## config.mk

```make
export PLATFORM = sky130hd
export DESIGN_NAME = sfe_front_end
export DESIGN_NICKNAME = d
export VERILOG_FILES = /design/src/design/sfe_addr_split.v /design/src/design/sfe_front_end.v
export VERILOG_INCLUDE_DIRS = /design/src /design/src/inc
export SDC_FILE = /design/constraint.sdc
export NUM_CORES = 1
export LEC_CHECK = 0
export BUFFER_PORTS_ARGS = -buffer_cell sky130_fd_sc_hd__buf_2
export CAP_MARGIN = 20
export CORE_AREA = 2 2 105 107
export CTS_BUF_LIST = sky130_fd_sc_hd__clkbuf_8
export DETAILED_ROUTE_END_ITERATION = 16
export DIE_AREA = 0 0 107 109
export PLACE_DENSITY = 0.77
export SLEW_MARGIN = 20
export SYNTH_ARGS = -nofsm -noshare
export SYNTH_HDL_FRONTEND = slang
export SYNTH_SLANG_ARGS = --single-unit
```

## constraint.sdc

```tcl
create_clock -name sys_clk_i -period 1.85 [get_ports sys_clk_i]
set_clock_uncertainty 0.15 [all_clocks]
set_input_delay 0.555 -clock sys_clk_i [delete_from_list [all_inputs] [get_ports sys_clk_i]]
set_output_delay 0.555 -clock sys_clk_i [all_outputs]
set_load 0.005 [all_outputs]
```

## src/inc/sfe_map.vh

```
// constants and address layout of the serial flash front end
//==============================================================
`ifndef SFE_MAP_VH
`define SFE_MAP_VH
`define SFE_CMD_DUAL_READ 8'h3B
`define SFE_CMD_READ      8'h03
`define SFE_CMD_FAST_READ 8'h0B
`define SFE_ADDR_W        20
`define SFE_PAGE_LSB      8
`define SFE_SECT_LSB      12
`define SFE_B32_LSB       15
`define SFE_B64_LSB       16
`define SFE_ADDR_MSB      19
`define SFE_BIT_LAST      3'h7
`define SFE_ADDR_BYTES    2'h3
`define SFE_DUMMY_BYTES   2'h1
`endif

```

## src/design/sfe_addr_split.v

```verilog
// address decomposition into page, sector and block numbers
`timescale 1ns/10ps
`default_nettype none
`include "sfe_map.vh"
module sfe_addr_split (
	input  wire [23:0] addr_i,      // byte address from the host
	output wire [19:0] array_addr_o, // address within the array
	output wire [7:0]  page_byte_o, // byte within page
	output wire [11:0] page_o,      // page number
	output wire [7:0]  sector_o,    // sector number
	output wire [4:0]  block32_o,   // 32 KB block number
	output wire [3:0]  block64_o    // 64 KB block number
);
	// upper address bits beyond the array wrap, only 20 bits decode
	assign array_addr_o = addr_i[`SFE_ADDR_MSB:0];
	assign page_byte_o  = addr_i[`SFE_PAGE_LSB-1:0];
	assign page_o       = addr_i[`SFE_ADDR_MSB:`SFE_PAGE_LSB];
	assign sector_o     = addr_i[`SFE_ADDR_MSB:`SFE_SECT_LSB];
	assign block32_o    = addr_i[`SFE_ADDR_MSB:`SFE_B32_LSB];
	assign block64_o    = addr_i[`SFE_ADDR_MSB:`SFE_B64_LSB];
endmodule
`default_nettype wire

```

## src/design/sfe_front_end.v

```verilog
// spi target front end of the serial nor flash
`timescale 1ns/10ps
`default_nettype none
`include "sfe_map.vh"
module sfe_front_end (
	input  wire        sys_clk_i,      // 250 MHz system clock
	input  wire        reset_n_i,      // async reset, active low
	input  wire        sclk_i,         // serial clock pin
	input  wire        sel_n_i,        // chip select pin, active low
	input  wire        dual_line_zero_i, // line zero level (serial in)
	input  wire        dual_line_one_i,  // line one level (serial out)
	input  wire        wprot_n_i,      // write protect pin, active low
	input  wire [7:0]  rd_data_i,      // array byte at rd_addr_o
	output reg         dual_line_zero_o, // line zero drive value
	output reg         dual_line_zero_oe_n_o, // line zero enable, low drives
	output reg         dual_line_one_o,  // line one drive value
	output reg         dual_line_one_oe_n_o,  // line one enable, low drives
	output reg  [7:0]  cmd_o,          // last command byte
	output reg         cmd_vld_o,      // pulse, command byte taken
	output reg  [19:0] rd_addr_o,      // array address being read
	output reg  [7:0]  page_byte_o,    // byte within page of address
	output reg  [11:0] page_o,         // page of address
	output reg  [7:0]  sector_o,       // sector of address
	output reg  [4:0]  block32_o,      // 32 KB block of address
	output reg  [3:0]  block64_o,      // 64 KB block of address
	output reg         addr_vld_o,     // pulse, address complete
	output reg  [7:0]  wr_byte_o,      // data byte after the address
	output reg         wr_vld_o,       // pulse, data byte taken
	output reg         wprot_n_o       // synchronised write protect
);
//==============================================================
// pin synchronisers
	// every pin lags two clocks, so sclk high and low must each
	// last one system clock or an edge is lost
	reg [1:0] sclk_s_r, sel_s_r, d0_s_r, wp_s_r;
	reg       sclk_d_r;
	always @(posedge sys_clk_i or negedge reset_n_i) begin
		if (!reset_n_i) begin
			sclk_s_r <= 2'h0;
			sel_s_r  <= 2'h3;
			d0_s_r   <= 2'h0;
			wp_s_r   <= 2'h3;
			sclk_d_r <= 1'h0;
		end else begin
			sclk_s_r <= {sclk_s_r[0], sclk_i};
			sel_s_r  <= {sel_s_r[0], sel_n_i};
			d0_s_r   <= {d0_s_r[0], dual_line_zero_i};
			wp_s_r   <= {wp_s_r[0], wprot_n_i};
			sclk_d_r <= sclk_s_r[1];
		end
	end
	// select high parks the logic, so idle clock level is irrelevant
	wire selected = ~sel_s_r[1];
	wire rise = selected & sclk_s_r[1] & ~sclk_d_r;
	wire fall = selected & ~sclk_s_r[1] & sclk_d_r;
	wire sin  = d0_s_r[1];
//==============================================================
// address split
	// fields follow addr_r one cycle late, so every output stays a flop
	wire [19:0] a_arr;
	wire [7:0]  a_pb, a_sec;
	wire [11:0] a_pg;
	wire [4:0]  a_b32;
	wire [3:0]  a_b64;
	reg  [23:0] addr_r;
	sfe_addr_split u_split (
		.addr_i       (addr_r),
		.array_addr_o (a_arr),
		.page_byte_o  (a_pb),
		.page_o       (a_pg),
		.sector_o     (a_sec),
		.block32_o    (a_b32),
		.block64_o    (a_b64)
	);
//==============================================================
// frame sequencer
	localparam ST_CMD  = 3'h0;
	localparam ST_ADDR = 3'h1;
	localparam ST_DUMY = 3'h2;
	localparam ST_OUT  = 3'h3;
	localparam ST_DATA = 3'h4;
	reg [2:0] st_r;
	reg [2:0] bit_r;
	reg [1:0] byte_r;
	reg [7:0] sh_r;
	reg [7:0] out_r;
	reg       dual_r;
	reg       first_r;
	wire [7:0] sh_nxt = {sh_r[6:0], sin};
	wire last_bit = (bit_r == `SFE_BIT_LAST);
	wire dual_last = (bit_r == `SFE_BIT_LAST - 3'h1);
	// 03 goes straight to data, the other two reads carry a dummy byte
	function is_read;
		input [7:0] c;
		is_read = (c == `SFE_CMD_READ) | (c == `SFE_CMD_FAST_READ) |
			(c == `SFE_CMD_DUAL_READ);
	endfunction
	// drop the bits just sent: two in dual mode, one otherwise
	function [7:0] out_shift;
		input [7:0] v;
		input       dual;
		out_shift = dual ? {v[5:0], 2'h0} : {v[6:0], 1'h0};
	endfunction
	always @(posedge sys_clk_i or negedge reset_n_i) begin
		if (!reset_n_i) begin
			st_r <= ST_CMD;
			bit_r <= 3'h0;
			byte_r <= 2'h0;
			sh_r <= 8'h00;
			out_r <= 8'h00;
			dual_r <= 1'h0;
			first_r <= 1'h0;
			addr_r <= 24'h000000;
			cmd_o <= 8'h00;
			cmd_vld_o <= 1'h0;
			addr_vld_o <= 1'h0;
			wr_byte_o <= 8'h00;
			wr_vld_o <= 1'h0;
			rd_addr_o <= 20'h00000;
			page_byte_o <= 8'h00;
			page_o <= 12'h000;
			sector_o <= 8'h00;
			block32_o <= 5'h00;
			block64_o <= 4'h0;
			dual_line_zero_o <= 1'h0;
			dual_line_zero_oe_n_o <= 1'h1;
			dual_line_one_o <= 1'h0;
			dual_line_one_oe_n_o <= 1'h1;
			wprot_n_o <= 1'h1;
		end else begin
			cmd_vld_o <= 1'h0;
			addr_vld_o <= 1'h0;
			wr_vld_o <= 1'h0;
			wprot_n_o <= wp_s_r[1];
			// rd_data_i is read only at a fall, long after this settles
			rd_addr_o <= a_arr;
			page_byte_o <= a_pb;
			page_o <= a_pg;
			sector_o <= a_sec;
			block32_o <= a_b32;
			block64_o <= a_b64;
			if (!selected) begin
				// end of frame releases both lines; a partial byte is
				// dropped, nothing is taken before the eighth rise
				st_r <= ST_CMD;
				first_r <= 1'h0;
				bit_r <= 3'h0;
				byte_r <= 2'h0;
				dual_r <= 1'h0;
				dual_line_zero_oe_n_o <= 1'h1;
				dual_line_one_oe_n_o <= 1'h1;
			end else if (rise) begin
				sh_r <= sh_nxt;
				bit_r <= bit_r + 3'h1;
				case (st_r)
				ST_CMD: if (last_bit) begin
					cmd_o <= sh_nxt;
					cmd_vld_o <= 1'h1;
					dual_r <= (sh_nxt == `SFE_CMD_DUAL_READ);
					byte_r <= 2'h0;
					st_r <= ST_ADDR;
				end
				ST_ADDR: if (last_bit) begin
					addr_r <= {addr_r[15:0], sh_nxt};
					byte_r <= byte_r + 2'h1;
					if (byte_r == `SFE_ADDR_BYTES - 2'h1) begin
						addr_vld_o <= 1'h1;
						first_r <= 1'h1;
						byte_r <= 2'h0;
						if (cmd_o == `SFE_CMD_READ)
							st_r <= ST_OUT;
						else if (is_read(cmd_o))
							st_r <= ST_DUMY;
						else
							st_r <= ST_DATA;
					end
				end
				// the dummy byte is single line even for the dual read
				ST_DUMY: if (last_bit) begin
					st_r <= ST_OUT;
				end
				ST_OUT: begin
					// dual mode takes two bits a clock, four clocks a byte
					if (dual_r) begin
						bit_r <= bit_r + 3'h2;
						if (dual_last)
							addr_r <= addr_r + 24'h1;
					end else if (last_bit)
						addr_r <= addr_r + 24'h1;
				end
				// any byte after the address of a non-read is handed on
				ST_DATA: if (last_bit) begin
					wr_byte_o <= sh_nxt;
					wr_vld_o <= 1'h1;
				end
				default: st_r <= ST_CMD;
				endcase
			end else if (fall && st_r == ST_OUT) begin
				// load the byte at bit 0, then shift msb first
				if (bit_r == 3'h0) begin
					out_r <= out_shift(rd_data_i, dual_r);
					if (dual_r) begin
						dual_line_one_o <= rd_data_i[7];
						dual_line_zero_o <= rd_data_i[6];
					end else
						dual_line_one_o <= rd_data_i[7];
				end else if (dual_r) begin
					out_r <= out_shift(out_r, 1'h1);
					dual_line_one_o <= out_r[7];
					dual_line_zero_o <= out_r[6];
				end else begin
					out_r <= out_shift(out_r, 1'h0);
					dual_line_one_o <= out_r[7];
				end
				// line one, and line zero in dual mode, turn round once per read frame, at the first fall
				if (first_r) begin
					first_r <= 1'h0;
					dual_line_one_oe_n_o <= 1'h0;
					dual_line_zero_oe_n_o <= ~dual_r;
				end
			end
		end
	end
endmodule
`default_nettype wire

```

==> reports/qor.csv <==
metric;value;unit
status;finished with violations;
violations;negative setup slack;
final_area;0.00602;mm^2
placedInstanceArea;0.00547;mm^2
finalHoldViolations;0;
fin_crit_sh;105;%
drc;0;
syn_inst;419;
p_seq_share;56.8;%
gp_congestion;0.880;
htreeDepth;3;
rsz0062_at_grt;true;
die_height;109;um
synth_area;0.00461;mm^2
synthDistinctLibCells;64;
insertion_delay;0.37;ns
cp.arrival;2.09;ns
antenna_cells;0;
power_frac_comb;9.4;%
grt_pass1_vias;3532;
setup_violations;24;
finalMaxSlewViolations;0;
syn_avg_cell_area;11.0;um^2
syn_to_final_growth;30.5;%
power-per-cell-area;653;mW/mm^2
clockBufferDepth;2;
dieArea;0.0117;mm^2
synth.net_count;439;
crit_path_max_fanout;4;
nets;561;
drt-wirelength-per-cell;15.8;um
ant_nets;0;
worstSetupPathType;flip-flop to flip-flop;
nFillCells;865;
post-dp-hpwl;7530;um
critPathLaunchType;flip-flop;
clock_sinks;97;
yosys_warnings;0;
vias;3658;
maxSlewHeadroom;74.2;%
clk_pin_slew_worst_paths;0.09;ns
ios;96;
max_freq;0.514;GHz
cts_buffers;9;
firstDrtPassIters;5;
p_sw_share;24.7;%
worstMarginPinSlew;0.384;ns
p_switching;973;uW
power_frac_clock;33.8;%
async_flop_share;100;%
port_buffers;94;
design.core.area;0.0106;mm^2
power_leakage;0.00295;uW
core.rowCount;38;
grt_pass1_wl;17100;um
grt_max_degree;34;
synth-edff-count;0;
cap_violations;0;
cts-root-buf;clkbuf_8;
grt_usage;18.9;%
p_int;2960;uW
synth-seq-cells;97;
fin_crit;1.95;ns
die_x;107;um
required;1.99;ns
grt-ovfl-total;0;
ys.flop_type;dfrtp_1;
drive_gt1_share;49.5;%
viasPerCell;5.33;
wl;10800;um
drt_iter0_markers;186;
antenna_found_initial;0;
setup_tns;-0.966;ns
cts_tree;built;
hold_class;primary input to flip-flop;
ys_seq_area_share;52.9;%
worst_slack;-0.0971;ns
peakVddDrop;0.486;mV
start_util;43.5;%
cp-end-kind;flip-flop;
layout make-up:
type	count	area, um^2	area share, %
flip-flops and latches	97	2440	40.5
multi-input cells	256	2020	33.6
repair buffers	167	1150	19.1
well taps	140	175	2.91
clock buffers	12	165	2.75
inverters	10	37.5	0.624
clock inverters	4	26.3	0.437
per-layer routing:
layer	GRT usage [%]	share of wire [%]	up-vias
met3	4.00	5.7	19
met1	23.1	41	1786
met4	8.53	2.0	0
met5	0	0	-
met2	32.4	51	140
li1	-	-	1713
path summary, 6_finish.rpt:
check / startpoint / to / slack, ns / cells past startpoint
min: sel_n_i / sel_s_r[0] / 0.13 / 1
max in group asynchronous: reset_n_i / sel_s_r[1] / 0.52 / 3
min reg2reg: sclk_s_r[0] / sclk_s_r[1] / 0.21 / 0
max: bit_r[1] / addr_r[19] / -0.1 / 6
max reg2reg: bit_r[1] / addr_r[19] / -0.1 / 6
min in group asynchronous: reset_n_i / addr_r[9] / 0.46 / 2
flip-flops by register name (all words and copies together), names as in the netlist, 3 cells and up:
name and count:
addr_r 20, cmd_o 8, wr_byte_o 8, out_r 7, page_byte_o 7, sh_r 7
page_o 4, bit_r 3, block64_o 3, sector_o 3, st_r 3
metrics by stage:
stage	instances	worst slack (ns)	hold slack, ns	power (uW)	util [%]
after floorplan	419	-0.0810	0.109	2390	-
after global placement	658	-0.0359	0.183	2560	51.5
after detailed placement	658	-0.0921	0.188	2570	51.5
after CTS	683	-0.103	0.113	3920	55.3
after global routing	686	-0.147	0.105	4100	56.7
final	686	-0.0971	0.128	3930	56.7
power groups by stage:
stage / Clock (uW) / Sequential (uW) / Combinational (uW)
floorplan: 0 / 2260 / 130
global placement: 0 / 2270 / 293
detailed placement: 0 / 2270 / 304
CTS: 1370 / 2230 / 323
global route: 1460 / 2240 / 401
finish: 1330 / 2230 / 368
kinds of logic (layout without fill, tap and decap cells):
group / count (synthesis) / in the layout / synth area share (%)
xor+xnor: 1 / 1 / 0.190
simple gates: 127 / 127 / 14.3
compound gates: 86 / 86 / 13.6
fa+ha+maj: 5 / 5 / 1.36
buf+inv: 66 / 193 / 8.99
flops: 97 / 97 / 52.9
mux: 37 / 37 / 8.66
what timing repair did:
item / CTS / global route
hold buffers: 1 / 0
cloned: 1 / 0
hold endpoints to repair: 17 / 0
endpoints found under the setup margin: 42 / 44
pin swaps: 6 / 4
resized for setup: 34 / 28
setup buffers: 7 / 4
critical path, cell delays in order, from the launching register on:
cell	delay (ns)
dfrtp_1	0.37
ha_2	0.20
ha_4	0.13
a21bo_4	0.23
a211o_1	0.31
or3_1	0.32
o211ai_1	0.16
cell usage after synthesis (all sizes together), types with 10 or more instances:
| master | n | area, um^2 |
|---|---|---|
| buf | 46 | 338 |
| nand3 | 13 | 65.1 |
| nor2 | 23 | 86.3 |
| nand2 | 47 | 176 |
| mux2 | 23 | 259 |
| clkbuf | 10 | 38.8 |
| a21oi | 22 | 133 |
| dfrtp | 90 | 2250 |
| mux2i | 14 | 140 |
| inv | 10 | 37.5 |
| o21ai | 19 | 103 |
layout by cell type (no fill, tap or decap), types with 3 or more instances in the layout:
cell type	count
and3_1	5
nand4_1	7
nand2_1	46
mux2i_1	8
nand4b_1	3
o211ai_1	4
a21oi_2	15
mux2_2	19
a41o_1	3
a21oi_1	7
o31ai_1	3
buf_4	59
a31o_2	4
clkbuf_8	12
inv_1	10
o22ai_1	3
nor2_1	20
o21ai_2	3
buf_2	93
a22oi_1	3
a211oi_1	3
dfstp_2	7
mux2_4	4
nand3_1	12
dfrtp_1	88
buf_12	8
mux2i_4	6
buf_6	5
nor3b_1	3
nor3_1	4
o21ai_0	13
Note: power is estimated with default switching activity, not from simulation.
